$ cat src/hdl/gtf_defs.vh
`ifndef GTF_DEFS_VH
`define GTF_DEFS_VH
// Register addresses
`define GTF_ADDR_PIN1_CTRL 8'h05
`define GTF_ADDR_CONV_SETUP 8'h06
`define GTF_ADDR_SEQ_ADDR 8'h07
`define GTF_ADDR_FILTER 8'h08
// Pin control fields
`define GTF_DIR_HI 7
`define GTF_DIR_LO 6
`define GTF_ISEL_HI 5
`define GTF_ISEL_LO 4
`define GTF_OSEL_HI 2
`define GTF_OSEL_LO 0
`define GTF_DIR_INPUT 2'h0
`define GTF_DIR_RSVD 2'h1
`define GTF_DIR_OPEN_DRAIN 2'h2
`define GTF_DIR_PUSH_PULL 2'h3
`define GTF_ISEL_OFF 2'h0
`define GTF_ISEL_CONV 2'h1
`define GTF_ISEL_SEQ 2'h2
`define GTF_ISEL_RSVD 2'h3
`define GTF_OSEL_HIZ 3'h0
`define GTF_OSEL_IRQ_LOW 3'h1
`define GTF_OSEL_IRQ_HIGH 3'h2
`define GTF_OSEL_LOW 3'h3
`define GTF_OSEL_HIGH 3'h4
`define GTF_OSEL_LSW 3'h5
`define GTF_OSEL_MOD 3'h6
`define GTF_OSEL_CLK 3'h7
// Conversion setup fields
`define GTF_DEST_HI 6
`define GTF_DEST_LO 4
`define GTF_KIND_HI 1
`define GTF_KIND_LO 0
`define GTF_CONV_MASK 8'h73
// Sequence address
`define GTF_SEQ_MIN 7'h3a
`define GTF_SEQ_MAX 7'h6f
`define GTF_SEQ_RESET 7'h3a
`define GTF_SEQ_HI 6
`define GTF_SEQ_LO 0
`define GTF_SEQ_TOP_BIT 7
// Filter fields
`define GTF_FTYPE_HI 5
`define GTF_FTYPE_LO 4
`define GTF_RATE_HI 3
`define GTF_RATE_LO 0
`define GTF_FILT_MASK 8'h7f
// Reset values of the configuration outputs
`define GTF_DEST_RESET 3'h0
`define GTF_KIND_RESET 2'h0
`define GTF_FTYPE_RESET 2'h0
`define GTF_RATE_RESET 4'h0
`define GTF_ZERO8 8'h00
`endif

$ cat src/hdl/gtf_pin_sync.v
`timescale 1ns/1ps
// Two-stage synchroniser with rising edge detect
module gtf_pin_sync (
  input wire ref_clk,
  input wire sys_rst,
  input wire pin_in,
  output reg level_r,
  output reg rise_r
);
  reg meta_r;
  reg sync_r;
  // Only sync_r reads meta_r; edge logic looks at later stages
  always @(posedge ref_clk) begin
    if (sys_rst) begin
      meta_r <= 1'b0;
      sync_r <= 1'b0;
      level_r <= 1'b0;
      rise_r <= 1'b0;
    end else begin
      meta_r <= pin_in;
      sync_r <= meta_r;
      level_r <= sync_r;
      rise_r <= sync_r & ~level_r;
    end
  end
endmodule // gtf_pin_sync

$ cat src/hdl/gtf_out_mux.v
`timescale 1ns/1ps
`include "gtf_defs.vh"
// Pin output driver selection
module gtf_out_mux (
  input wire ref_clk,
  input wire sys_rst,
  input wire [1:0] dir,
  input wire [2:0] osel,
  input wire irq_level,
  input wire mod_active,
  input wire lsw_on,
  input wire sys_clk_div,
  output reg pin_out_r,
  output reg pin_oe_r
);
  reg val;
  reg oe;
  // Value and enable from function, then direction
  always @* begin
    val = 1'b0;
    oe = 1'b0;
    case (osel)
      `GTF_OSEL_HIZ: oe = 1'b0;
      `GTF_OSEL_IRQ_LOW: begin val = ~irq_level; oe = 1'b1; end
      `GTF_OSEL_IRQ_HIGH: begin val = irq_level; oe = 1'b1; end
      `GTF_OSEL_LOW: begin val = 1'b0; oe = 1'b1; end
      `GTF_OSEL_HIGH: begin val = 1'b1; oe = 1'b1; end
      `GTF_OSEL_LSW: begin val = 1'b0; oe = lsw_on; end
      `GTF_OSEL_MOD: begin val = mod_active; oe = 1'b1; end
      `GTF_OSEL_CLK: begin val = sys_clk_div; oe = 1'b1; end
      default: oe = 1'b0;
    endcase
    // Open drain only pulls low; input mode never drives
    if (dir == `GTF_DIR_OPEN_DRAIN && osel != `GTF_OSEL_LSW) begin
      oe = oe & ~val;
      val = 1'b0;
    end else if (dir != `GTF_DIR_PUSH_PULL && dir != `GTF_DIR_OPEN_DRAIN) begin
      oe = 1'b0;
      val = 1'b0;
    end
  end
  always @(posedge ref_clk) begin
    if (sys_rst) begin
      pin_out_r <= 1'b0;
      pin_oe_r <= 1'b0;
    end else begin
      pin_out_r <= val;
      pin_oe_r <= oe;
    end
  end
endmodule // gtf_out_mux

$ cat src/hdl/gtf_pin_regs.v
`timescale 1ns/1ps
`include "gtf_defs.vh"
// Overview of operation
// - Reserved codes in pin control discarded whole
// - Direction: input, reserved, open-drain, push-pull
// - Input function: off, conversion, sequence, reserved
// - Output: hiZ, irq low/high, constant levels
// - Low-side switch, modulator status, system clock
// - Edge wakes from sleep, then starts
// - Conversion setup write never starts conversion
// - Result goes to selected data register
// - Kind: single, continuous, duty cycled
// - Sequence address write never launches sequence
// - Out-of-range sequence address writes ignored
// - Address resets 0x3a; sequence starts there
// - Filter type: 50/60, 50, 60, sinc
// - Rate decode depends on filter type
module gtf_pin_regs (
  input wire ref_clk,
  input wire sys_rst,
  input wire reg_wr,
  input wire reg_rd,
  input wire [7:0] reg_addr,
  input wire [7:0] reg_wdata,
  output reg [7:0] reg_rdata_r,
  input wire pin1_in,
  output reg pin1_out_r,
  output reg pin1_oe_r,
  input wire irq_level,
  input wire mod_active,
  input wire lsw_on,
  input wire sys_clk_div,
  input wire sleep_power_state,
  input wire standby_power_state,
  output reg wake_req_r,
  output reg conv_start_r,
  output reg [2:0] pin_conv_destination_r,
  output reg [1:0] pin_conv_kind_r,
  output reg seq_start_r,
  output reg [6:0] seq_start_addr_r,
  output reg [1:0] filter_type_sel_r,
  output reg [3:0] rate_sel_r
);
  // ****************************************
  // Register storage
  // ****************************************
  reg [1:0] pin1_direction_sel_r;
  reg [1:0] pin1_input_function_r;
  reg [2:0] pin1_output_function_r;
  reg [7:0] conv_setup_r;
  reg [6:0] pin_sequence_start_addr_r;
  reg [7:0] filter_r;
  reg pend_conv_r;
  reg pend_seq_r;
  wire pin_level;
  wire pin_rise;
  wire pin_out_w;
  wire pin_oe_w;
  wire asleep;
  wire wr_ctrl;
  wire ctrl_ok;
  wire [1:0] w_dir;
  wire [1:0] w_isel;
  // Next-value terms
  reg [1:0] pin1_direction_sel_nxt;
  reg [1:0] pin1_input_function_nxt;
  reg [2:0] pin1_output_function_nxt;
  reg [7:0] conv_setup_nxt;
  reg [6:0] pin_sequence_start_addr_nxt;
  reg [7:0] filter_nxt;
  reg [7:0] reg_rdata_nxt;
  reg pend_conv_nxt;
  reg pend_seq_nxt;
  reg wake_req_nxt;
  reg conv_start_nxt;
  reg seq_start_nxt;
  // Decoded strobes and trigger qualifiers
  wire wr_conv;
  wire wr_seq;
  wire wr_filt;
  wire trig_armed;
  wire trig_conv;
  wire trig_seq;
  wire pend_any;

  // Validity of a write to the pin control register
  function ctrl_valid;
    input [7:0] d;
    begin
      ctrl_valid = (d[`GTF_DIR_HI:`GTF_DIR_LO] != `GTF_DIR_RSVD) &&
                   (d[`GTF_ISEL_HI:`GTF_ISEL_LO] != `GTF_ISEL_RSVD);
    end
  endfunction

  // Address range test for sequence start
  function seq_in_range;
    input [7:0] d;
    begin
      seq_in_range = (d[`GTF_SEQ_TOP_BIT] == 1'b0) && (d[`GTF_SEQ_HI:`GTF_SEQ_LO] >= `GTF_SEQ_MIN) &&
                     (d[`GTF_SEQ_HI:`GTF_SEQ_LO] <= `GTF_SEQ_MAX);
    end
  endfunction

  // Register select for one mapped address
  function addr_hit;
    input [7:0] a;
    input [7:0] sel;
    begin
      addr_hit = (a == sel);
    end
  endfunction

  assign wr_ctrl = reg_wr && addr_hit(reg_addr, `GTF_ADDR_PIN1_CTRL);
  assign wr_conv = reg_wr && addr_hit(reg_addr, `GTF_ADDR_CONV_SETUP);
  assign wr_seq = reg_wr && addr_hit(reg_addr, `GTF_ADDR_SEQ_ADDR);
  assign wr_filt = reg_wr && addr_hit(reg_addr, `GTF_ADDR_FILTER);
  assign ctrl_ok = ctrl_valid(reg_wdata);
  assign w_dir = reg_wdata[`GTF_DIR_HI:`GTF_DIR_LO];
  assign w_isel = reg_wdata[`GTF_ISEL_HI:`GTF_ISEL_LO];
  assign asleep = sleep_power_state | standby_power_state;

  // Only an input-direction pin with a trigger function reacts to edges
  assign trig_armed = pin_rise && (pin1_direction_sel_r == `GTF_DIR_INPUT);
  assign trig_conv = trig_armed && (pin1_input_function_r == `GTF_ISEL_CONV);
  assign trig_seq = trig_armed && (pin1_input_function_r == `GTF_ISEL_SEQ);
  assign pend_any = pend_conv_r | pend_seq_r;

  // ****************************************
  // Pin input path
  // ****************************************
  gtf_pin_sync u_sync (
    .ref_clk(ref_clk),
    .sys_rst(sys_rst),
    .pin_in(pin1_in),
    .level_r(pin_level),
    .rise_r(pin_rise)
  );

  // ****************************************
  // Pin output path
  // ****************************************
  gtf_out_mux u_omux (
    .ref_clk(ref_clk),
    .sys_rst(sys_rst),
    .dir(pin1_direction_sel_r),
    .osel(pin1_output_function_r),
    .irq_level(irq_level),
    .mod_active(mod_active),
    .lsw_on(lsw_on),
    .sys_clk_div(sys_clk_div),
    .pin_out_r(pin_out_w),
    .pin_oe_r(pin_oe_w)
  );

  // Output copies keep top outputs registered
  always @(posedge ref_clk) begin
    if (sys_rst) begin
      pin1_out_r <= 1'b0;
      pin1_oe_r <= 1'b0;
    end else begin
      pin1_out_r <= pin_out_w;
      pin1_oe_r <= pin_oe_w;
    end
  end

  // ****************************************
  // Register writes
  // ****************************************
  // Whole write dropped if any field reserved; partial update would mix old and new
  always @* begin
    pin1_direction_sel_nxt = pin1_direction_sel_r;
    pin1_input_function_nxt = pin1_input_function_r;
    pin1_output_function_nxt = pin1_output_function_r;
    conv_setup_nxt = conv_setup_r;
    pin_sequence_start_addr_nxt = pin_sequence_start_addr_r;
    filter_nxt = filter_r;
    if (wr_ctrl && ctrl_ok) begin
      pin1_direction_sel_nxt = w_dir;
      pin1_input_function_nxt = w_isel;
      pin1_output_function_nxt = reg_wdata[`GTF_OSEL_HI:`GTF_OSEL_LO];
    end
    if (wr_conv) begin
      conv_setup_nxt = reg_wdata & `GTF_CONV_MASK;
    end
    if (wr_seq && seq_in_range(reg_wdata)) begin
      pin_sequence_start_addr_nxt = reg_wdata[`GTF_SEQ_HI:`GTF_SEQ_LO];
    end
    if (wr_filt) begin
      filter_nxt = reg_wdata & `GTF_FILT_MASK; // bit6 stored as written
    end
  end

  // Register state; reset leaves the pin an idle input with no function
  always @(posedge ref_clk) begin
    if (sys_rst) begin
      pin1_direction_sel_r <= `GTF_DIR_INPUT;
      pin1_input_function_r <= `GTF_ISEL_OFF;
      pin1_output_function_r <= `GTF_OSEL_HIZ;
      conv_setup_r <= `GTF_ZERO8;
      pin_sequence_start_addr_r <= `GTF_SEQ_RESET;
      filter_r <= `GTF_ZERO8;
    end else begin
      pin1_direction_sel_r <= pin1_direction_sel_nxt;
      pin1_input_function_r <= pin1_input_function_nxt;
      pin1_output_function_r <= pin1_output_function_nxt;
      conv_setup_r <= conv_setup_nxt;
      pin_sequence_start_addr_r <= pin_sequence_start_addr_nxt;
      filter_r <= filter_nxt;
    end
  end

  // ****************************************
  // Register reads
  // ****************************************
  // Read data only moves on a read, so it stands until the next one
  always @* begin
    reg_rdata_nxt = reg_rdata_r;
    if (reg_rd) begin
      case (reg_addr)
        `GTF_ADDR_PIN1_CTRL: reg_rdata_nxt = {pin1_direction_sel_r, pin1_input_function_r, 1'b0,
                                              pin1_output_function_r};
        `GTF_ADDR_CONV_SETUP: reg_rdata_nxt = conv_setup_r;
        `GTF_ADDR_SEQ_ADDR: reg_rdata_nxt = {1'b0, pin_sequence_start_addr_r};
        `GTF_ADDR_FILTER: reg_rdata_nxt = filter_r;
        default: reg_rdata_nxt = `GTF_ZERO8;
      endcase
    end
  end

  // Registered read data
  always @(posedge ref_clk) begin
    if (sys_rst) begin
      reg_rdata_r <= `GTF_ZERO8;
    end else begin
      reg_rdata_r <= reg_rdata_nxt;
    end
  end

  // ****************************************
  // Trigger handling
  // ****************************************
  // Edges only count in input direction; a pulse shorter than one clock may be missed
  always @* begin
    pend_conv_nxt = pend_conv_r;
    pend_seq_nxt = pend_seq_r;
    wake_req_nxt = 1'b0;
    conv_start_nxt = 1'b0;
    seq_start_nxt = 1'b0;
    if (trig_conv) begin
      // Wake first when asleep, start once awake
      pend_conv_nxt = asleep;
      wake_req_nxt = asleep;
      conv_start_nxt = ~asleep;
    end else if (trig_seq) begin
      pend_seq_nxt = asleep;
      wake_req_nxt = asleep;
      seq_start_nxt = ~asleep;
    end else if (pend_any && !asleep) begin
      conv_start_nxt = pend_conv_r;
      seq_start_nxt = pend_seq_r;
      pend_conv_nxt = 1'b0;
      pend_seq_nxt = 1'b0;
    end else if (pend_any) begin
      wake_req_nxt = 1'b1; // Held until power state reports normal
    end
  end

  // Trigger state; start strobes fall again the cycle after they rise
  always @(posedge ref_clk) begin
    if (sys_rst) begin
      pend_conv_r <= 1'b0;
      pend_seq_r <= 1'b0;
      wake_req_r <= 1'b0;
      conv_start_r <= 1'b0;
      seq_start_r <= 1'b0;
    end else begin
      pend_conv_r <= pend_conv_nxt;
      pend_seq_r <= pend_seq_nxt;
      wake_req_r <= wake_req_nxt;
      conv_start_r <= conv_start_nxt;
      seq_start_r <= seq_start_nxt;
    end
  end

  // ****************************************
  // Configuration outputs
  // ****************************************
  always @(posedge ref_clk) begin
    if (sys_rst) begin
      pin_conv_destination_r <= `GTF_DEST_RESET;
      pin_conv_kind_r <= `GTF_KIND_RESET;
      seq_start_addr_r <= `GTF_SEQ_RESET;
      filter_type_sel_r <= `GTF_FTYPE_RESET;
      rate_sel_r <= `GTF_RATE_RESET;
    end else begin
      pin_conv_destination_r <= conv_setup_r[`GTF_DEST_HI:`GTF_DEST_LO];
      pin_conv_kind_r <= conv_setup_r[`GTF_KIND_HI:`GTF_KIND_LO];
      seq_start_addr_r <= pin_sequence_start_addr_r;
      filter_type_sel_r <= filter_r[`GTF_FTYPE_HI:`GTF_FTYPE_LO];
      rate_sel_r <= filter_r[`GTF_RATE_HI:`GTF_RATE_LO]; // decoded with type downstream
    end
  end
endmodule // gtf_pin_regs

$ cat config.mk
export PLATFORM = sky130hd
export DESIGN_NAME = gtf_pin_regs
export DESIGN_NICKNAME = d
export VERILOG_FILES = /design/src/hdl/gtf_pin_sync.v /design/src/hdl/gtf_out_mux.v /design/src/hdl/gtf_pin_regs.v
export VERILOG_INCLUDE_DIRS = /design/src /design/src/hdl
export SDC_FILE = /design/constraint.sdc
export NUM_CORES = 1
export LEC_CHECK = 0
export ABC_AREA = 1
export CAP_MARGIN = 15
export CORE_UTILIZATION = 59
export CTS_BUF_LIST = sky130_fd_sc_hd__clkbuf_8 sky130_fd_sc_hd__clkbuf_16
export DETAILED_ROUTE_END_ITERATION = 10
export DONT_BUFFER_PORTS = 1
export HOLD_SLACK_MARGIN = 0.15
export PLACE_DENSITY = 0.75
export SETUP_SLACK_MARGIN = 0.15
export SYNTH_ARGS = -nofsm -noshare
export SYNTH_HDL_FRONTEND = slang
export SYNTH_SLANG_ARGS = --single-unit
$ cat constraint.sdc
create_clock -name ref_clk -period 2.1 [get_ports ref_clk]
set_input_delay 0.42 -clock ref_clk [delete_from_list [all_inputs] [get_ports ref_clk]]
set_output_delay 0.42 -clock ref_clk [all_outputs]
set_load 0.05 [all_outputs]
Yosys cells after proc, flatten, opt, wreduce, memory -nomap -nowiden
Index checks and enable logic that the tools add are counted.
- bits in read-only memories: 0
- flip-flop bits (word level): 65
- memories: 0
- word-level logic and storage cells: 100
- bits in latches: 0
- bits in writable memories: 0
- order comparisons: 2
- multiplexer cells: 18
- reductions and logical operators: 25
- shifts and indexed selects: 0
- bitwise gates (word level): 10
- divide/modulo/power cells: 0
- equal/unequal tests: 20
- multiply operators: 0
- add/sub/neg operators: 0
- operator list (kind ; count):
    $pmux 8 s4 ; 1
    $eq 8x3->1 const B ; 3
    $logic_and 1x1->1 ; 15
    $mux 1 ; 15
    $eq 3x3->1 const B ; 4
    $eq 8x4->1 const B ; 1
    $ne 2x2->1 const B ; 4
    $ge 7x6->1 const B ; 1
    $le 7x7->1 const B ; 1
    $eq 3x2->1 const B ; 2
    $not 1->1 ; 6
    $reduce_or 6->1 ; 1
    $pmux 1 s5 ; 1
    $eq 2x2->1 const B ; 2
    $reduce_and 2->1 ; 2
    $reduce_bool 2->1 ; 2
    $eq 3x1->1 const B ; 1
    $logic_not 3->1 ; 1
    $ne 3x3->1 const B ; 1
    $pmux 1 s3 ; 1
    $reduce_or 3->1 ; 1
    $and 1x1->1 ; 2
    $eq 2x1->1 const B ; 1
    $logic_not 2->1 ; 1
    other kinds (4) ; 5

Longest topological paths before layout
- word-level depth: 6
- mapped depth: 9
- gate-level depth less buffers: 9

Modules after synthesis
Synthesis repeated with hierarchy kept, for this count alone.
- cell total of the unflattened synthesis: 332
- area total of the unflattened synthesis: 2593.7 µm²
- by module, submodules not included (module ; area an instance (µm²) ; seq. area each (µm²) ; cells an instance ; instances):
    gtf_pin_regs ; 2319.7 ; 1181.1 ; 293 ; 1
    gtf_out_mux ; 158.9 ; 40.0 ; 27 ; 1
    gtf_pin_sync ; 115.1 ; 80.1 ; 12 ; 1

Worst setup path before layout
Ideal clock, no wire load.
- path type: input -> register
- from: input port reg_addr[6]
- to: register conv_setup_r[0]
- stages on the path: 7
- path buffers: 1
- setup slack: 0.763 ns
- arrival: 1.218 ns
- cells stage by stage: inv_1 nand2_1 nor2_8 buf_6 nand3_4 o21ai_0 a21oi_1
- word-level cells in the longest chain between the ends: 2
- RTL lines (what ; RTL line ; source):
    from (decl) ; gtf_pin_regs.v:23 ; input wire [7:0] reg_addr,
    $eq 8x3->1 ; gtf_pin_regs.v:109 ; addr_hit = (a == sel);
    $logic_and 1x1->1 ; gtf_pin_regs.v:114 ; assign wr_conv = reg_wr && addr_hit(reg_addr, `GTF_ADDR_CONV_SETUP);
    to (signal assigned) ; gtf_pin_regs.v:199 ; conv_setup_r <= `GTF_ZERO8;
    to (signal assigned) ; gtf_pin_regs.v:206 ; conv_setup_r <= conv_setup_nxt;
    to (decl) ; gtf_pin_regs.v:50 ; reg [7:0] conv_setup_r;
No other way between the ends.
A chain may end at the register's enable or synchronous reset.

Worst setup path in the final report
- from: input port sys_rst
- to: register u_sync.rise_r
- RTL lines (what ; RTL line ; source):
    from (decl) ; gtf_pin_regs.v:20 ; input wire sys_rst,
    to (signal assigned) ; gtf_pin_sync.v:23 ; rise_r <= sync_r & ~level_r;
    to (decl) ; gtf_pin_sync.v:8 ; output reg rise_r
No word-level cell between the ends.

==> flow_metrics.tcl <==
set metrics [dict create \
    outcome "completed" \
    cts_max_path_buffers 2 \
    slowest_delay_ps 1220 \
    grt_max_degree 31 \
    gp_congestion 0.835 \
    syn_area_um2 2670 \
    die_h_um 69.2 \
    firstDrtPassIters 4 \
    grt_overflow 0 \
    swShare 0.208 \
    switchingPower_mw 0.521 \
    slew-limit-headroom 0.309 \
    combPwrFrac 0.034 \
    num_rows 24 \
    num_antenna_cells 0 \
    hold_path.class "in -> reg" \
    synth_seq_cells 65 \
    reg2reg_depth 7 \
    r2r-start "pin1_direction_sel_r[0]" \
    total_power_mw 2.50 \
    yosys.area.top_type "dfxtp_1" \
    vias_per_cell 5.50 \
    post_drt_wl_per_cell_um 14.3 \
    die_area_um2 4790 \
    syn_inst 340 \
    cp-start-kind "primary input" \
    grt_pass1_wl_um 9440 \
    die_w_um 69.2 \
    maxCapViolCount 0 \
    power.internal_mw 1.98 \
    hold_violations 0 \
    clock_latency_ps 340 \
    slowest_stage "dlygate4sd3_1" \
    cp.required_ps 2280 \
    clock_sinks 65 \
    grtUsageTotal 0.256 \
    root_buffer "clkbuf_8" \
    rsz0062_at_grt "no" \
    antenna_found_initial 0 \
    worst_pin_slew_ps 1030 \
    tns_ps 0 \
    crit_chain "dlygate4sd3_1 > nor3_1" \
    design.core.area_um2 4350 \
    start_util 0.612 \
    drc 0 \
    min_to "reg_rdata_r[7]" \
    power.leakage_nw 1.24 \
    cp-startpoint "sys_rst" \
    fin_worst_skew_ps 7.04 \
    htreeDepth 3 \
    cp_max_fo 27 \
    pwr-share-seq 0.497 \
    crit_type "in -> reg" \
    crit_path_end_kind "flip-flop" \
    hold_slack_ps 175 \
    powerDensity_nw_per_um2 867 \
    fin_crit_sh 0.766 \
    fin_crit_ps 1610 \
    ant_nets 0 \
    syn_avg_cell_area_um2 7.84 \
    peakVddDrop_uv 612 \
    syn_to_final_growth_pct 8.31 \
    hold_depth 1 \
    fmax_mhz 622 \
    arrival_ps 1790 \
    hold_start "reg_rd" \
    yosysTopAreaCellShare 0.488 \
    fin_area_um2 2890 \
    cp_num_buf_inv 1 \
    slew_violations 0 \
    place_area_um2 2650 \
    synth_nets 367 \
    io_pins 58 \
    r2r_slack_ps 720 \
    final_nets 368 \
    vias 2190 \
    setup_viol 0 \
    routed_wl_um 5700 \
    cts.clk_slew.worst_paths_ps 70 \
    cts-buffers-inserted 9 \
    dpl.hpwl_um 3900 \
    synthTopCellsByArea "dfxtp_1 49%, nand3_1 7.3%, inv_1 6.8%, nand2_1 6.1%, nor2_1 5.6%" \
    yosysSeqAreaShare 0.488 \
    drtIter0Drc 122 \
    synth.distinct_cells 28 \
    p_clk_frac 0.469 \
    cts_tree "yes" \
    portBuffers 0 \
    r2r_end "pend_conv_r" \
    critPathTopFamily "buffers and inverters" \
    grt_pass1_vias 2052 \
    yosys_warnings 0 \
    layout-drive-gt1-share 0.104 \
]
## registers in the layout, indices dropped and copies added (netlist names), 2 cells and up
register / count
pin1_input_function_r: 2
rate_sel_r: 4
reg_rdata_r: 8
seq_start_addr_r: 7
pin_conv_kind_r: 2
filter_r: 7
pin_conv_destination_r: 3
pin1_direction_sel_r: 2
pin_sequence_start_addr_r: 7
conv_setup_r: 5
filter_type_sel_r: 2
pin1_output_function_r: 3
## cell type report
cell class,instances,area [um^2]
clock buffers,11,151
well taps,52,65.1
flip-flops and latches,65,1300
multi-input cells,214,1100
fillers,360,1470
clock inverters,5,71.3
inverters,49,184
repair buffers,2,17.5
## repair_timing
action / CTS / global route
gates resized for setup: 0 / 0
hold buffers: 1 / 0
endpoints found under the setup margin: 0 / 0
setup buffers: 0 / 0
hold endpoints to repair: 27 / 0
## metrics by stage
stage | instances | utilization | worst slack [ps]
6_report | 398 | 0.663 | 492
5_1_grt | 398 | 0.663 | 370
4_1_cts | 398 | 0.663 | 494
3_5_place_dp | 381 | 0.609 | 460
3_3_place_gp | 381 | 0.609 | 496
2_1_floorplan | 340 | - | 763
## how the worst max path moves through the flow
stage	depth (start not counted)	slack (ps)	endpoint
2_1_floorplan	7	760	conv_setup_r[0]
3_3_place_gp	6	500	pin1_output_function_r[2]
3_5_place_dp	6	460	pin1_direction_sel_r[1]
4_1_cts	2	490	u_sync.rise_r
5_1_grt	2	370	pin_conv_destination_r[0]
6_report	2	490	u_sync.rise_r
## cell usage in the layout, fill, tap and decap left out, drive strengths merged
cell type,Yosys,routed
a21oi,25,25
a31oi,1,1
and2,1,1
buf,8,1
bufinv,0,2
clkbuf,4,11
dfxtp,65,65
dlygate4sd3,0,1
inv,49,52
nand2,50,50
nand3,40,40
nand4,2,2
nor2,47,47
nor3,8,8
o211ai,3,3
o21a,1,1
o21ai,31,31
or2,5,5
## power groups by stage
stage | Clock [mW] | Sequential, mW | Combinational (mW)
after floorplan | 0 | 1.27 | 0.0777
after global placement | 0 | 1.27 | 0.0742
after detailed placement | 0 | 1.27 | 0.0759
after CTS | 1.19 | 1.24 | 0.0858
after global routing | 1.22 | 1.24 | 0.0963
final | 1.17 | 1.24 | 0.0858
## kinds of logic (layout without fill, tap and decap cells)
group	Yosys count	in the layout	share of synthesized area
simple gates	153	153	0.292
buf+inv	61	67	0.100
compound gates	61	61	0.119
flops	65	65	0.488
## cell usage after synthesis
cell / instances
nand2_1: 43
nand4_4: 1
nand2_4: 3
nor2_8: 2
o21ai_0: 18
buf_2: 1
dfxtp_1: 65
buf_6: 4
o21ai_1: 13
nand3_1: 39
or2_2: 5
nor2_4: 4
buf_1: 1
inv_1: 48
nor3_1: 8
inv_2: 1
clkbuf_1: 4
and2_1: 1
buf_4: 2
o21a_1: 1
nand4_1: 1
a21oi_1: 25
nor2_1: 40
nand3_4: 1
nor2_2: 1
nand2_2: 4
o211ai_1: 3
a31oi_1: 1
## layer usage
| metal | routed length [um] | part of all wire | GRT usage |
|---|---|---|---|
| met4 | 85 | 0.015 | 0.111 |
| met3 | 410 | 0.072 | 0.0872 |
| met2 | 2640 | 0.46 | 0.398 |
| met5 | 0 | 0 | 0 |
| met1 | 2560 | 0.45 | 0.323 |
Note: power is estimated with default switching activity, not from simulation.
